[src/sac_defs.vh]
// Contract
// - converter clock is peripheral clock over divider
// - divider value zero divides by thirty-two
// - select 0 picks second input, 1 first
// - freeze bit halts cpu during conversion
// - hardware clears freeze bit at conversion end
// - only cpu frozen, peripherals keep running
// - interrupts held during freeze, serviced afterwards
// - enable powers converter, clear means standby
// - start bit reads set until conversion ends
// - result ready eleven converter clocks after start
// - done flag sets and start bit clears
// - done flag requests irq, software clears
// - high byte holds eight upper result bits
// - low byte holds two lsbs, rest zero
// - reserved control and divider bits read zero
`ifndef SAC_DEFS_VH
`define SAC_DEFS_VH

// ****************************************
// register addresses
// ****************************************
`define SAC_ADDR_DIV     8'hf2
`define SAC_ADDR_CTRL    8'hf3
`define SAC_ADDR_RES_LO  8'hf4
`define SAC_ADDR_RES_HI  8'hf5

// ****************************************
// control register fields
// ****************************************
`define SAC_CTRL_FREEZE  6
`define SAC_CTRL_ENABLE  5
`define SAC_CTRL_DONE    4
`define SAC_CTRL_START   3
`define SAC_CTRL_CHSEL   0
`define SAC_CTRL_RST     8'h00
`define SAC_DIV_RST      8'h00
`define SAC_DIV_W        5

// ****************************************
// timing
// ****************************************
`define SAC_CONV_CLKS    4'hb
`define SAC_DIV_ZERO_AS  6'h20

`endif

[src/sac_clk_div.v]
`timescale 1ns/100ps
`include "sac_defs.vh"
// one-cycle tick every divider_value peripheral clocks, every thirty-two when divider_value is zero
module sac_clk_div #(
    parameter DW = `SAC_DIV_W
) (
    input  wire          clk_i,
    input  wire          rst_i,
    input  wire          run_i,
    input  wire [DW-1:0] divider_value_i,
    output reg           tick_o
);
    reg  [DW:0] cnt_q;
    wire [DW:0] limit;

    assign limit = (divider_value_i == {DW{1'b0}}) ? `SAC_DIV_ZERO_AS : {1'b0, divider_value_i};

    always @(posedge clk_i) begin
        if (rst_i || !run_i) begin
            cnt_q  <= {(DW+1){1'b0}};
            tick_o <= 1'b0;
        end else if (cnt_q + 1'b1 >= limit) begin
            cnt_q  <= {(DW+1){1'b0}};
            tick_o <= 1'b1;
        end else begin
            cnt_q  <= cnt_q + 1'b1;
            tick_o <= 1'b0;
        end
    end
endmodule // sac_clk_div

[src/sac_conv_ctrl.v]
`timescale 1ns/100ps
`include "sac_defs.vh"
module sac_conv_ctrl #(
    parameter RES_W = 10
) (
    input  wire             clk_i,
    input  wire             rst_i,
    input  wire [7:0]       sfr_addr_i,
    input  wire             sfr_wr_i,
    input  wire [7:0]       sfr_wdata_i,
    input  wire             sfr_rd_i,
    output reg  [7:0]       sfr_rdata_o,
    input  wire             irq_en_i,
    input  wire [RES_W-1:0] afe_result_i,
    output reg              afe_power_o,
    output reg              afe_sel_first_o,
    output reg              afe_sample_o,
    output reg              cpu_freeze_o,
    output reg              irq_o
);

    // ****************************************
    // constants
    // ****************************************
    localparam       ST_IDLE  = 1'b0;
    localparam       ST_CONV  = 1'b1;
    localparam       DW       = `SAC_DIV_W;
    localparam       LO_W     = 2;
    localparam       HI_W     = 8;
    localparam [7:0] CTRL_RST = `SAC_CTRL_RST;
    localparam [7:0] DIV_RST  = `SAC_DIV_RST;
    // last tick index of a conversion
    localparam [3:0] LAST_CYC = `SAC_CONV_CLKS - 4'h1;

    // ****************************************
    // state and register storage
    // ****************************************
    reg              st_q;
    reg              st_d;
    reg  [3:0]       cyc_q;
    reg  [3:0]       cyc_d;
    reg              freeze_q;
    reg              freeze_d;
    reg              enable_q;
    reg              enable_d;
    reg              done_q;
    reg              done_d;
    reg              chsel_q;
    reg              chsel_d;
    reg  [DW-1:0]    div_q;
    reg  [DW-1:0]    div_d;
    reg  [RES_W-1:0] res_q;
    reg  [RES_W-1:0] res_d;

    // ****************************************
    // next values of the registered outputs
    // ****************************************
    reg  [7:0]       rdata_d;
    reg              power_d;
    reg              sel_first_d;
    reg              sample_d;
    reg              cpu_freeze_d;
    reg              irq_d;

    // ****************************************
    // decoded strobes and readback words
    // ****************************************
    wire             tick;
    wire             busy;
    wire             wr_div;
    wire             wr_ctrl;
    wire             start_req;
    wire             finish;
    wire [7:0]       ctrl_rd;
    wire [7:0]       div_rd;
    wire [7:0]       res_lo_byte;
    wire [7:0]       res_hi_byte;

    // ****************************************
    // helper functions
    // ****************************************
    // one compare shared by write strobes and read mux
    function addr_hit;
        input [7:0] addr;
        input [7:0] target;
        begin
            addr_hit = (addr == target);
        end
    endfunction

    function [7:0] ctrl_pack;
        input freeze;
        input enable;
        input done;
        input start;
        input chsel;
        begin
            ctrl_pack                   = 8'h00;
            ctrl_pack[`SAC_CTRL_FREEZE] = freeze;
            ctrl_pack[`SAC_CTRL_ENABLE] = enable;
            ctrl_pack[`SAC_CTRL_DONE]   = done;
            ctrl_pack[`SAC_CTRL_START]  = start;
            ctrl_pack[`SAC_CTRL_CHSEL]  = chsel;
        end
    endfunction

    // ****************************************
    // bus decode
    // ****************************************
    assign busy      = (st_q == ST_CONV);
    assign wr_div    = sfr_wr_i && addr_hit(sfr_addr_i, `SAC_ADDR_DIV);
    assign wr_ctrl   = sfr_wr_i && addr_hit(sfr_addr_i, `SAC_ADDR_CTRL);
    // start without enable in the same write is dropped
    assign start_req = wr_ctrl && sfr_wdata_i[`SAC_CTRL_START] && sfr_wdata_i[`SAC_CTRL_ENABLE];
    assign finish    = busy && tick && (cyc_q == LAST_CYC);

    // ****************************************
    // converter clock
    // ****************************************
    // divider only runs while busy, so each conversion starts on a fresh count
    sac_clk_div #(
        .DW(DW)
    ) u_div (
        .clk_i          (clk_i),
        .rst_i          (rst_i),
        .run_i          (busy),
        .divider_value_i(div_q),
        .tick_o         (tick)
    );

    // ****************************************
    // conversion sequencer
    // ****************************************
    // freeze is latched only while idle, so a busy write cannot arm it
    always @* begin
        st_d     = st_q;
        cyc_d    = cyc_q;
        freeze_d = freeze_q;
        case (st_q)
            ST_IDLE: begin
                cyc_d = 4'h0;
                if (wr_ctrl) begin
                    freeze_d = sfr_wdata_i[`SAC_CTRL_FREEZE];
                end
                if (start_req) begin
                    st_d = ST_CONV;
                end
            end
            // a start write while busy is ignored
            ST_CONV: begin
                // eleven converter clocks
                // counts converter ticks, not peripheral clocks
                if (tick) begin
                    cyc_d = cyc_q + 4'h1;
                end
                if (finish) begin
                    st_d     = ST_IDLE;
                    cyc_d    = 4'h0;
                    freeze_d = 1'b0;
                end
            end
            default: begin
                st_d     = ST_IDLE;
                cyc_d    = 4'h0;
                freeze_d = 1'b0;
            end
        endcase
    end

    // ****************************************
    // software visible fields
    // ****************************************
    always @* begin
        enable_d = enable_q;
        chsel_d  = chsel_q;
        div_d    = div_q;
        done_d   = done_q;
        res_d    = res_q;
        if (wr_div) begin
            div_d = sfr_wdata_i[DW-1:0];
        end
        // writes to the result bytes have no decode and are dropped
        if (wr_ctrl) begin
            enable_d = sfr_wdata_i[`SAC_CTRL_ENABLE];
            // channel and enable stay writable while busy
            chsel_d  = sfr_wdata_i[`SAC_CTRL_CHSEL];
            if (!sfr_wdata_i[`SAC_CTRL_DONE]) begin
                done_d = 1'b0;
            end
        end
        if (finish) begin
            done_d = 1'b1;
            res_d  = afe_result_i;
        end
    end

    // ****************************************
    // state and field registers
    // ****************************************
    // synchronous reset restores every field
    always @(posedge clk_i) begin
        if (rst_i) begin
            st_q     <= ST_IDLE;
            cyc_q    <= 4'h0;
            freeze_q <= CTRL_RST[`SAC_CTRL_FREEZE];
            enable_q <= CTRL_RST[`SAC_CTRL_ENABLE];
            done_q   <= CTRL_RST[`SAC_CTRL_DONE];
            chsel_q  <= CTRL_RST[`SAC_CTRL_CHSEL];
            div_q    <= DIV_RST[DW-1:0];
            res_q    <= {RES_W{1'b0}};
        end else begin
            st_q     <= st_d;
            cyc_q    <= cyc_d;
            freeze_q <= freeze_d;
            enable_q <= enable_d;
            done_q   <= done_d;
            chsel_q  <= chsel_d;
            div_q    <= div_d;
            res_q    <= res_d;
        end
    end

    // ****************************************
    // readback words
    // ****************************************
    // start reads set during conversion
    assign ctrl_rd     = ctrl_pack(freeze_q, enable_q, done_q, busy, chsel_q);
    assign div_rd      = {{(8-DW){1'b0}}, div_q};
    assign res_hi_byte = res_q[RES_W-1:RES_W-HI_W];

    genvar gi;
    generate
        for (gi = 0; gi < 8; gi = gi + 1) begin : g_lo
            if (gi < LO_W) begin : g_bit
                assign res_lo_byte[gi] = res_q[gi];
            end else begin : g_zero
                assign res_lo_byte[gi] = 1'b0;
            end
        end
    endgenerate

    // ****************************************
    // read mux
    // ****************************************
    // read strobe unused: data follows the address every cycle
    always @* begin
        // unmapped addresses read zero
        rdata_d = 8'h00;
        if (addr_hit(sfr_addr_i, `SAC_ADDR_CTRL)) begin
            rdata_d = ctrl_rd;
        end else if (addr_hit(sfr_addr_i, `SAC_ADDR_DIV)) begin
            rdata_d = div_rd;
        end else if (addr_hit(sfr_addr_i, `SAC_ADDR_RES_LO)) begin
            rdata_d = res_lo_byte;
        end else if (addr_hit(sfr_addr_i, `SAC_ADDR_RES_HI)) begin
            rdata_d = res_hi_byte;
        end
    end

    // ****************************************
    // analog and core side next values
    // ****************************************
    always @* begin
        power_d      = enable_q;
        sel_first_d  = chsel_q;
        sample_d     = busy;
        cpu_freeze_d = busy && freeze_q && !finish;
        // pending irqs stay in the core
        irq_d        = irq_en_i && (done_q || finish);
    end

    // ****************************************
    // registered outputs
    // ****************************************
    // every top output leaves from a flip-flop
    always @(posedge clk_i) begin
        if (rst_i) begin
            sfr_rdata_o     <= 8'h00;
            afe_power_o     <= 1'b0;
            afe_sel_first_o <= 1'b0;
            afe_sample_o    <= 1'b0;
            cpu_freeze_o    <= 1'b0;
            irq_o           <= 1'b0;
        end else begin
            sfr_rdata_o     <= rdata_d;
            afe_power_o     <= power_d;
            afe_sel_first_o <= sel_first_d;
            afe_sample_o    <= sample_d;
            cpu_freeze_o    <= cpu_freeze_d;
            irq_o           <= irq_d;
        end
    end
endmodule // sac_conv_ctrl

[config.mk]
export PLATFORM = sky130hd
export DESIGN_NAME = sac_conv_ctrl
export DESIGN_NICKNAME = d
export VERILOG_FILES = /design/src/sac_clk_div.v /design/src/sac_conv_ctrl.v
export VERILOG_INCLUDE_DIRS = /design/src
export SDC_FILE = /design/constraint.sdc
export NUM_CORES = 1
export LEC_CHECK = 0
export BUFFER_PORTS_ARGS = -buffer_cell sky130_fd_sc_hd__buf_2
export CAP_MARGIN = 20
export CORE_MARGIN = 3
export CORE_UTILIZATION = 45
export CTS_BUF_LIST = sky130_fd_sc_hd__clkbuf_2 sky130_fd_sc_hd__clkbuf_4 sky130_fd_sc_hd__clkbuf_8
export DETAILED_ROUTE_END_ITERATION = 10
export GPL_TIMING_DRIVEN = 0
export HOLD_SLACK_MARGIN = 0.12
export PLACE_DENSITY = 0.8
export SLEW_MARGIN = 40
export SYNTH_ARGS = -nofsm -noshare
export SYNTH_HDL_FRONTEND = slang
export SYNTH_SLANG_ARGS = --single-unit
[constraint.sdc]
create_clock -name clk_i -period 3.5 [get_ports clk_i]
set_input_delay 0.35 -clock clk_i [delete_from_list [all_inputs] [get_ports clk_i]]
set_output_delay 0.35 -clock clk_i [all_outputs]
set_load 0.03 [all_outputs]
After elaboration in Yosys (flattened, before gate mapping) --
Index checks and enable logic that the tools add are counted.
Cells by class: bitwise operators 2, magnitude comparators 1, add/subtract/negate cells 2, equality and inequality tests 9, reduce and logical (&&, ||, !) cells 20, multiplexer cells 18
Operator list (count):
- 8-bit equality test, second input constant | 4
- 7-bit 2-to-1 mux | 4
- 1-bit logical AND | 9
- 1-bit 2-to-1 mux | 8
- 4-bit 2-to-1 mux | 2
- 4-bit case mux with 2 select lines | 1
- 6-bit by 1-bit adder with 6-bit output, second input constant | 1
- 6-bit greater-or-equal comparator | 1
- 6-bit 2-to-1 mux | 1
- 5-bit logical NOT | 1
- 5-bit OR reduction | 1
- 4-bit by 1-bit adder with 4-bit output, second input constant | 1
- 4-bit equality test, second input constant | 1
- 2-bit by 1-bit inequality test with 1-bit output, second input constant | 2
- 1-bit case mux with 2 select lines | 2
- 2-bit AND reduction | 2
- 2-bit OR reduction | 2
- 3-bit by 1-bit inequality test with 1-bit output, second input constant | 1
- 1-bit logical NOT | 2
- 1-bit logical OR | 2
- 2-bit inequality test, second input constant | 1
- 1-bit inverter | 2
- 2-bit nonzero test | 1
Storage, ports and cells: output and inout bits 13, input port bits 31, register bits 44

Longest topological paths before layout --
Gate-level depths: netlist of run 1.
depth after elaboration 6, mapped depth 8

Cells and area by module --
From an unflattened synthesis of run 1, not the netlist that was laid out.
Unflattened totals: cells, all modules 222, area, all modules 2118.3 µm²
By module, submodules not included:
- sac_conv_ctrl | times used 1, seq. area each 740.7 µm², area an instance 1680.4 µm², cells an instance 175
- sac_clk_div | times used 1, seq. area each 140.1 µm², area an instance 437.9 µm², cells an instance 47

Least setup slack after synthesis of run 1 --
Ideal clock, no wire load.
path type register to register, from register u_div.cnt_q[0], to register u_div.cnt_q[2], slack 1.789 ns, period minus slack after synthesis 1.711 ns, cell stages (with the launch flop) 9, setup time 0.080 ns, arrival 1.631 ns, path through dfxtp_1 -> ha_1 -> nand3_1 -> xnor2_1 -> ha_1 -> a211o_1 -> o211ai_1 -> nand2_1 -> nor3b_1
On the way: word-level cells in the longest chain between the ends 3
RTL lines:
- from (decl) | line sac_clk_div.v:13 | reg [DW:0] cnt_q;
- from (signal assigned) | line sac_clk_div.v:20 | cnt_q <= {(DW+1){1'b0}};
- from (signal assigned) | line sac_clk_div.v:23 | cnt_q <= {(DW+1){1'b0}};
- from (signal assigned) | line sac_clk_div.v:26 | cnt_q <= cnt_q + 1'b1;
- 6-bit by 1-bit adder with 6-bit output * | line sac_clk_div.v:22, sac_clk_div.v:26
- 6-bit greater-or-equal comparator | line sac_clk_div.v:22 | end else if (cnt_q + 1'b1 >= limit) begin
- 2-bit OR reduction (no line)
Mark *: on every way between the ends. The rest lies on a longest branch, timed or not. A chain may end at the register's enable or synchronous reset.

Final worst setup path of run 1 --
from register u_div.cnt_q[0], to register u_div.cnt_q[1]
Same word-level chain as after synthesis.

==> run_summary.xml, run 1 <==
<?xml version="1.0" encoding="UTF-8"?>
<metrics>
  <group name="clock_tree">
    <metric name="post_cts.repair.setup_buffers" unit="">0</metric>
    <metric name="tritoncts" unit="">done</metric>
    <metric name="path_clk_slew" unit="ns">0.08</metric>
    <metric name="maximum_clock_path_buffer_count" unit="">2</metric>
    <metric name="clock_tree.root_cell" unit="">sky130_fd_sc_hd__clkbuf_8</metric>
    <metric name="cts.hold.buffers_added" unit="">0</metric>
    <metric name="htree_levels" unit="">2</metric>
    <metric name="numCtsBuffers" unit="">5</metric>
    <metric name="postCtsResizedCells" unit="">0</metric>
    <metric name="cts.sinks" unit="">44</metric>
    <metric name="clock_insertion_delay_worst_skew" unit="ns">0.30</metric>
  </group>
  <group name="pwr">
    <metric name="leakage" unit="nW">0.959</metric>
    <metric name="net-switching-power" unit="mW">0.183</metric>
    <metric name="power_frac_seq" unit="">0.593</metric>
    <metric name="pwr-share-clk" unit="">0.361</metric>
    <metric name="comb_power_share" unit="">0.046</metric>
    <metric name="ir_worst_vdd" unit="mV">0.230</metric>
    <metric name="pwr_density_cell" unit="nW/um^2">380</metric>
    <metric name="sw_frac_of_total" unit="">0.217</metric>
    <metric name="power_internal" unit="mW">0.661</metric>
  </group>
  <group name="critical_path">
    <metric name="worst_setup_path_start_kind" unit="">register</metric>
    <metric name="critPathCaptureType" unit="">register</metric>
    <metric name="worstPathMaxFanout" unit="">7</metric>
    <metric name="critical_path_required" unit="ns">3.67</metric>
    <metric name="worst-setup-path-type" unit="">reg2reg</metric>
    <metric name="crit_arrival" unit="ns">2.12</metric>
  </group>
  <group name="finish">
    <metric name="area_growth_syn_to_layout" unit="%">17.9</metric>
    <metric name="post_route_cells_drive_above_1_share" unit="">0.228</metric>
    <metric name="multi_input_area" unit="sq um">917</metric>
    <metric name="fillers" unit="">352</metric>
    <metric name="layout.nets" unit="">290</metric>
    <metric name="insertedDiodeCount" unit="">0</metric>
    <metric name="area.sequential" unit="sq um">881</metric>
  </group>
  <group name="timing">
    <metric name="setup_viol" unit="">0</metric>
    <metric name="finalHoldViolCount" unit="">0</metric>
    <metric name="clock.fmax" unit="MHz">512</metric>
    <metric name="layout_setup_ws" unit="ns">1.55</metric>
    <metric name="final_max_slew_viol_count" unit="">0</metric>
    <metric name="layout_min_cycle_time" unit="ns">1.95</metric>
    <metric name="layout_worst_path_cycle_share" unit="">0.558</metric>
    <metric name="max-slew-margin-rel" unit="">0.627</metric>
    <metric name="fin_skew" unit="ns">0.00521</metric>
    <metric name="tns_setup" unit="ns">0</metric>
    <metric name="worstMarginPinSlew" unit="ns">0.559</metric>
    <metric name="rsz0062_at_grt" unit="">no</metric>
  </group>
  <group name="route">
    <metric name="drt-total-wl" unit="mm">3.97</metric>
    <metric name="via_per_inst" unit="">5.25</metric>
    <metric name="detail_route.first_pass.iterations" unit="">4</metric>
    <metric name="drt_drc_violations_left" unit="">0</metric>
    <metric name="drtIter0Drc" unit="">89</metric>
    <metric name="via_count" unit="">1565</metric>
    <metric name="antenna_violating_nets_post_route" unit="">0</metric>
    <metric name="avgRoutedWirePerCell" unit="um">13.3</metric>
  </group>
  <group name="yosys">
    <metric name="synth_edf_count" unit="">0</metric>
    <metric name="syn_area" unit="sq um">1880</metric>
    <metric name="ys_seq_area_frac" unit="">0.467</metric>
    <metric name="synth_cell_types" unit="">37</metric>
    <metric name="syn-mean-instance-area" unit="sq um">9.24</metric>
    <metric name="synthesis.instances" unit="">204</metric>
    <metric name="synthArstFlopShare" unit="">0</metric>
    <metric name="ys.warnings.count" unit="">0</metric>
    <metric name="postSynth.topFlopCell" unit="">sky130_fd_sc_hd__dfxtp_1</metric>
    <metric name="synth.net_count" unit="">244</metric>
    <metric name="yosys_register_bits" unit="">44</metric>
  </group>
  <group name="place">
    <metric name="dp_hpwl" unit="mm">2.99</metric>
    <metric name="count_of_buffers_inserted_at_the_top_level_ports" unit="">39</metric>
    <metric name="gpl.final_weighted_congestion" unit="">0.797</metric>
    <metric name="place_worst_setup_slack" unit="ns">1.54</metric>
  </group>
  <group name="global_routing">
    <metric name="wire_length_of_the_first_global_routing_pass" unit="mm">6.96</metric>
    <metric name="grt_pass1_vias" unit="">1556</metric>
    <metric name="globalRouteOverflowTotal" unit="">0</metric>
    <metric name="grt_max_degree" unit="">13</metric>
    <metric name="antenna_violations_before_repair" unit="">0</metric>
    <metric name="track_usage" unit="">0.173</metric>
  </group>
  <group name="die">
    <metric name="fp.dieArea" unit="sq um">5000</metric>
    <metric name="chipHeight" unit="um">70.7</metric>
    <metric name="placementRows" unit="">22</metric>
    <metric name="initial_core_util" unit="">0.489</metric>
    <metric name="die_x" unit="um">70.7</metric>
    <metric name="core_region_area" unit="sq um">3850</metric>
    <metric name="floorplan.io_pins" unit="">44</metric>
  </group>
  <group name="min_path">
    <metric name="timing.hold.worst.class" unit="">in2reg</metric>
  </group>
  <group name="flow_run">
    <metric name="maxCapViolations" unit="">0</metric>
  </group>
  <group name="run_status">
    <metric name="status" unit="">completed</metric>
  </group>
</metrics>
[power by group through the flow]
stage	logic (mW)	registers (mW)	clock network, mW
after detailed placement	0.0384	0.512	0
after CTS	0.0385	0.500	0.317
after floorplan	0.0167	0.512	0
after global routing	0.0428	0.500	0.335
final	0.0385	0.500	0.304
after global placement	0.0378	0.512	0
[metrics by stage]
step / hold slack (ns) / power (mW) / instance area, sq um / utilization / instances
floorplan: 0.432 / 0.529 / 1880 / - / 204
global placement: 0.440 / 0.550 / 2140 / 0.555 / 291
detailed placement: 0.446 / 0.550 / 2140 / 0.555 / 291
CTS: 0.283 / 0.855 / 2220 / 0.576 / 298
global route: 0.292 / 0.878 / 2220 / 0.576 / 298
finish: 0.287 / 0.843 / 2220 / 0.576 / 298
[cells in the mapped netlist (all sizes together) (3+ instances only)]
master / n / area (sq um)
nand4: 3 / 25.0
nand3: 5 / 25.0
dfxtp: 44 / 881
nor2: 24 / 90.1
ha: 9 / 113
clkbuf: 6 / 22.5
inv: 11 / 41.3
nand2: 27 / 101
nand2b: 4 / 32.5
nor3b: 5 / 37.5
a22oi: 4 / 30.0
o21ai: 3 / 15.0
nor3: 3 / 15.0
nor2b: 5 / 31.3
mux2i: 10 / 100
xor2: 4 / 35.0
a21oi: 17 / 85.1
[sequential cells by signal (all words and copies together) (netlist names), 4 cells and up]
signal / flops
res_q: 10
cyc_q: 4
sfr_rdata_o: 8
u_div.cnt_q: 6
div_q: 5
[final cells by class]
class	instances	share of cell area
multi-input combinational	141	0.413
sequential	44	0.397
timing repair buffer	39	0.0879
clock buffer	6	0.0344
tap	48	0.0270
buffer	8	0.0203
inverter	11	0.0186
clock inverter	1	0.00225
[layout by cell type (no fill, tap or decap), drive strengths merged, types with 9 or more instances in the layout]
cell    synthesis  routed
dfxtp          44      44
clkbuf          6      12
inv            11      11
nand2          27      27
nor2           24      24
ha              9       9
mux2i          10      10
a21oi          17      17
buf             2      41
[critical path, stage by stage (launching register included)]
cell and delay, ns:
sky130_fd_sc_hd__dfxtp_1 0.39, sky130_fd_sc_hd__ha_1 0.20, sky130_fd_sc_hd__nand3_1 0.09, sky130_fd_sc_hd__xnor2_1 0.15, sky130_fd_sc_hd__ha_1 0.30, sky130_fd_sc_hd__a41oi_1 0.12
sky130_fd_sc_hd__a21oi_1 0.46, sky130_fd_sc_hd__nor3b_1 0.11
[kinds of logic (layout without fill, tap and decap cells)]
group,after synthesis,count (layout),share of synthesized area
compound gates,31,31,0.108
flops,44,44,0.467
simple gates,83,83,0.226
fa+ha+maj,9,9,0.0598
xor+xnor,6,6,0.0279
buf+inv,19,65,0.0458
mux,12,12,0.0651
[per-layer routing]
metal  vias to the layer above  share of wire  global-route usage
met1                       728           0.45               0.217
met5                         -              0                   0
met3                        12          0.062              0.0526
li1                        784              -                   -
met2                        41           0.46               0.271
met4                         0          0.027              0.0856
[final timing paths]
check	end	cells after the start	start	slack, ns
max	u_div.cnt_q[1]	7	u_div.cnt_q[0]	1.55
max reg2reg	u_div.cnt_q[1]	7	u_div.cnt_q[0]	1.55
min reg2reg	res_q[0]	2	res_q[0]	0.45
min	div_q[1]	3	sfr_wdata_i[1]	0.29
Power figures use the tool's default switching activity.
==> inputs of run 2 (changes only) <==
--- a/config.mk
+++ b/config.mk
@@ -6,6 +6,7 @@
 export SDC_FILE = /design/constraint.sdc
 export NUM_CORES = 1
 export LEC_CHECK = 0
+export ABC_AREA = 1
 export BUFFER_PORTS_ARGS = -buffer_cell sky130_fd_sc_hd__buf_2
 export CAP_MARGIN = 20
 export CORE_MARGIN = 3
@@ -14,7 +15,7 @@
 export DETAILED_ROUTE_END_ITERATION = 10
 export GPL_TIMING_DRIVEN = 0
 export HOLD_SLACK_MARGIN = 0.12
-export PLACE_DENSITY = 0.8
+export PLACE_DENSITY = 0.82
 export SLEW_MARGIN = 40
 export SYNTH_ARGS = -nofsm -noshare
 export SYNTH_HDL_FRONTEND = slang
==> constraint.sdc (replaced) <==
create_clock -name clk_i -period 1.7 [get_ports clk_i]
set_input_delay 0.17 -clock clk_i [delete_from_list [all_inputs] [get_ports clk_i]]
set_output_delay 0.17 -clock clk_i [all_outputs]
set_load 0.03 [all_outputs]
==> run_summary.xml, run 2 <==
<?xml version="1.0" encoding="UTF-8"?>
<metrics>
  <group name="die">
    <metric name="chipHeight" unit="um">72.8</metric>
    <metric name="placementRows" unit="">23</metric>
    <metric name="floorplan.io_pins" unit="">44</metric>
    <metric name="fp.dieArea" unit="sq um">5290</metric>
    <metric name="die_x" unit="um">72.8</metric>
    <metric name="initial_core_util" unit="">0.484</metric>
    <metric name="core_region_area" unit="sq um">4140</metric>
  </group>
  <group name="place">
    <metric name="dp_hpwl" unit="mm">3.44</metric>
    <metric name="place_worst_setup_slack" unit="ns">-0.193</metric>
    <metric name="count_of_buffers_inserted_at_the_top_level_ports" unit="">40</metric>
    <metric name="place_area" unit="sq um">2280</metric>
    <metric name="gpl.final_weighted_congestion" unit="">0.860</metric>
    <metric name="post-place-cells" unit="">349</metric>
  </group>
  <group name="timing">
    <metric name="worstMarginPinSlew" unit="ns">0.422</metric>
    <metric name="setup_viol" unit="">7</metric>
    <metric name="rsz0062_at_grt" unit="">yes</metric>
    <metric name="layout_setup_ws" unit="ns">-0.128</metric>
    <metric name="finalHoldViolCount" unit="">0</metric>
    <metric name="final.hold.worst_slack" unit="ns">0.141</metric>
    <metric name="clock.fmax" unit="MHz">547</metric>
    <metric name="final_max_slew_viol_count" unit="">0</metric>
    <metric name="layout_worst_path_cycle_share" unit="">1.08</metric>
    <metric name="max-slew-margin-rel" unit="">0.718</metric>
    <metric name="tns_setup" unit="ns">-0.830</metric>
    <metric name="layout_min_cycle_time" unit="ns">1.83</metric>
    <metric name="fin_skew" unit="ns">0.00768</metric>
  </group>
  <group name="yosys">
    <metric name="yosys.area.top_type" unit="">sky130_fd_sc_hd__dfxtp_1</metric>
    <metric name="syn_area" unit="sq um">2010</metric>
    <metric name="yosys.cell_count.top_type" unit="">sky130_fd_sc_hd__inv_1</metric>
    <metric name="yosys_register_bits" unit="">44</metric>
    <metric name="synth_top_cells_by_count" unit="">45 x sky130_fd_sc_hd__inv_1, 44 x sky130_fd_sc_hd__dfxtp_1, 30 x sky130_fd_sc_hd__nor2_1</metric>
    <metric name="syn-mean-instance-area" unit="sq um">7.74</metric>
    <metric name="synth.net_count" unit="">299</metric>
    <metric name="synth_cell_types" unit="">32</metric>
    <metric name="synthesis.instances" unit="">259</metric>
    <metric name="synthArstFlopShare" unit="">0</metric>
    <metric name="synth_edf_count" unit="">0</metric>
    <metric name="postSynth.topFlopCell" unit="">sky130_fd_sc_hd__dfxtp_1</metric>
    <metric name="ys.warnings.count" unit="">0</metric>
    <metric name="synthDominantCellAreaShare" unit="">0.439</metric>
    <metric name="ys_seq_area_frac" unit="">0.439</metric>
    <metric name="ys_top_cells_by_area" unit="">sky130_fd_sc_hd__dfxtp_1 44%, sky130_fd_sc_hd__inv_1 8.4%, sky130_fd_sc_hd__ha_1 5.6%, sky130_fd_sc_hd__nor2_1 5.6%, sky130_fd_sc_hd__a21oi_1 5.2%</metric>
  </group>
  <group name="run_status">
    <metric name="status" unit="">finished, violations left</metric>
    <metric name="failing_checks" unit="">negative setup slack</metric>
  </group>
  <group name="critical_path">
    <metric name="critPathCaptureType" unit="">register</metric>
    <metric name="worstPathMaxFanout" unit="">6</metric>
    <metric name="crit_path_max_incr_delay" unit="ns">0.38</metric>
    <metric name="worst_setup_path_start_kind" unit="">register</metric>
    <metric name="critical_path_required" unit="ns">1.89</metric>
    <metric name="crit_arrival" unit="ns">2.02</metric>
    <metric name="path_buf_inv" unit="">0</metric>
    <metric name="worst-setup-path-type" unit="">reg2reg</metric>
    <metric name="crit_path_cell_trace" unit="">nand3_2, nand3b_1, xor2_2, ha_4, nand4_1, a21oi_2, nor3_4, nand2_2, nor2_1</metric>
    <metric name="timing.critical_path.slowest_stage_cell" unit="">sky130_fd_sc_hd__dfxtp_4</metric>
    <metric name="cp_top_family" unit="">simple AND/OR/NAND/NOR gates</metric>
  </group>
  <group name="finish">
    <metric name="area_growth_syn_to_layout" unit="%">23.3</metric>
    <metric name="finish.utilization" unit="">0.597</metric>
    <metric name="flip_flop_count_of_the_largest_register_after_layout" unit="">10</metric>
    <metric name="fillers" unit="">379</metric>
    <metric name="layout.nets" unit="">351</metric>
    <metric name="layout.cells.most_common" unit="">sky130_fd_sc_hd__inv_1</metric>
    <metric name="largest_register" unit="">res_q</metric>
    <metric name="most-common-layout-cells" unit="">45 x sky130_fd_sc_hd__inv_1, 43 x sky130_fd_sc_hd__buf_2, 41 x sky130_fd_sc_hd__dfxtp_1</metric>
    <metric name="layout_top_registers" unit="">res_q (10), sfr_rdata_o (8), u_div.cnt_q (6)</metric>
    <metric name="final_cell_count_no_fill" unit="">362</metric>
    <metric name="final_design_instance_area_without_fill" unit="sq um">2470</metric>
    <metric name="post_route_cells_drive_above_1_share" unit="">0.272</metric>
    <metric name="area.sequential" unit="sq um">887</metric>
    <metric name="insertedDiodeCount" unit="">0</metric>
    <metric name="multi_input_area" unit="sq um">963</metric>
  </group>
  <group name="pwr">
    <metric name="pwr-share-clk" unit="">0.379</metric>
    <metric name="power_frac_seq" unit="">0.564</metric>
    <metric name="leakage" unit="nW">1.13</metric>
    <metric name="sw_frac_of_total" unit="">0.234</metric>
    <metric name="pwr_density_cell" unit="nW/um^2">738</metric>
    <metric name="power_internal" unit="mW">1.40</metric>
    <metric name="finalPower" unit="mW">1.82</metric>
    <metric name="ir_worst_vdd" unit="mV">0.367</metric>
    <metric name="comb_power_share" unit="">0.056</metric>
    <metric name="net-switching-power" unit="mW">0.426</metric>
  </group>
  <group name="route">
    <metric name="via_per_inst" unit="">5.17</metric>
    <metric name="detail_route.first_pass.iterations" unit="">4</metric>
    <metric name="avgRoutedWirePerCell" unit="um">12.7</metric>
    <metric name="drt_drc_violations_left" unit="">0</metric>
    <metric name="via_count" unit="">1871</metric>
    <metric name="antenna_violating_nets_post_route" unit="">0</metric>
    <metric name="drtIter0Drc" unit="">123</metric>
    <metric name="drt-total-wl" unit="mm">4.59</metric>
  </group>
  <group name="clock_tree">
    <metric name="clock_insertion_delay_worst_skew" unit="ns">0.30</metric>
    <metric name="numCtsBuffers" unit="">5</metric>
    <metric name="path_clk_slew" unit="ns">0.08</metric>
    <metric name="cts.sinks" unit="">44</metric>
    <metric name="tritoncts" unit="">done</metric>
    <metric name="clock_tree.root_cell" unit="">sky130_fd_sc_hd__clkbuf_8</metric>
    <metric name="htree_levels" unit="">2</metric>
    <metric name="maximum_clock_path_buffer_count" unit="">2</metric>
  </group>
  <group name="global_routing">
    <metric name="antenna_violations_before_repair" unit="">0</metric>
    <metric name="grt_max_degree" unit="">15</metric>
    <metric name="grt_pass1_vias" unit="">1804</metric>
    <metric name="globalRouteOverflowTotal" unit="">0</metric>
    <metric name="wire_length_of_the_first_global_routing_pass" unit="mm">7.71</metric>
    <metric name="track_usage" unit="">0.185</metric>
  </group>
  <group name="min_path">
    <metric name="timing.hold.worst.class" unit="">in2reg</metric>
  </group>
  <group name="flow_run">
    <metric name="maxCapViolations" unit="">0</metric>
  </group>
</metrics>
## run 2: changes by cell type after synthesis, moves of 5 or more
cell / before / now
sky130_fd_sc_hd__inv_1: 10 / 45
sky130_fd_sc_hd__o21ai_0: 1 / 12
sky130_fd_sc_hd__mux2i_1: 10 / 0
sky130_fd_sc_hd__nand3_1: 5 / 13
sky130_fd_sc_hd__nand4_1: 2 / 10
sky130_fd_sc_hd__nor2_1: 24 / 30
sky130_fd_sc_hd__nor2b_1: 5 / 0
sky130_fd_sc_hd__nor3b_1: 5 / 0
sky130_fd_sc_hd__o21ai_1: 2 / 7
## run 2: power groups by stage
stage	Sequential [mW]	Combinational, mW	Clock, mW
after detailed placement	1.05	0.0986	0
after floorplan	1.06	0.0489	0
final	1.03	0.103	0.692
after global routing	1.03	0.114	0.743
after global placement	1.05	0.0965	0
after CTS	1.03	0.101	0.708
## run 2: final timing paths
check / startpoint / endpoint / slack (ns) / depth (start not counted)
setup reg to reg: u_div.cnt_q[0] / u_div.cnt_q[0] / -0.13 / 9
setup / recovery: u_div.cnt_q[0] / u_div.cnt_q[0] / -0.13 / 9
hold reg to reg: res_q[9] / sfr_rdata_o[7] / 0.44 / 2
hold / removal: afe_result_i[5] / res_q[5] / 0.14 / 3
## run 2: per-layer routing
layer	part of all wire	vias to the layer above	routed length, um	track usage
met5	0	-	0	0
met4	0.030	0	138	0.0902
met3	0.062	14	283	0.0482
met2	0.47	59	2170	0.295
met1	0.44	861	2010	0.233
li1	-	937	-	-
## run 2: tightest hold or removal path, stage by stage
cell and delay, ns:
sky130_fd_sc_hd__buf_2 0.08, sky130_fd_sc_hd__o21ai_1 0.06, sky130_fd_sc_hd__a21oi_1 0.10
## run 2: layout make-up
type / count / share of cell area
Clock buffer: 6 / 0.0334
Inverter: 50 / 0.0759
Buffer: 7 / 0.0137
Tap cell: 50 / 0.0253
Timing Repair Buffer: 45 / 0.0972
Sequential cell: 44 / 0.359
Clock inverter: 2 / 0.00607
Multi-Input combinational cell: 158 / 0.390
## run 2: timing repair
item / 4_1_cts / 5_1_grt
pin swaps: 5 / 7
cloned: 0 / 0
hold buffers: 1 / 0
endpoints found under the hold margin: 1 / 0
resized for setup: 5 / 8
buffers inserted: 3 / 1
endpoints found under the setup margin: 7 / 7
## run 2: kinds of logic (layout without fill, tap and decap cells)
group / after synthesis / count (layout) / share of synthesized area
adders and majority gates: 9 / 9 / 0.0561
and+or+nand+nor: 96 / 96 / 0.245
buffers and inverters: 57 / 110 / 0.110
DFF: 44 / 44 / 0.439
AOI/OAI and AO/OA: 48 / 48 / 0.127
xor gates and xnor gates: 5 / 5 / 0.0218
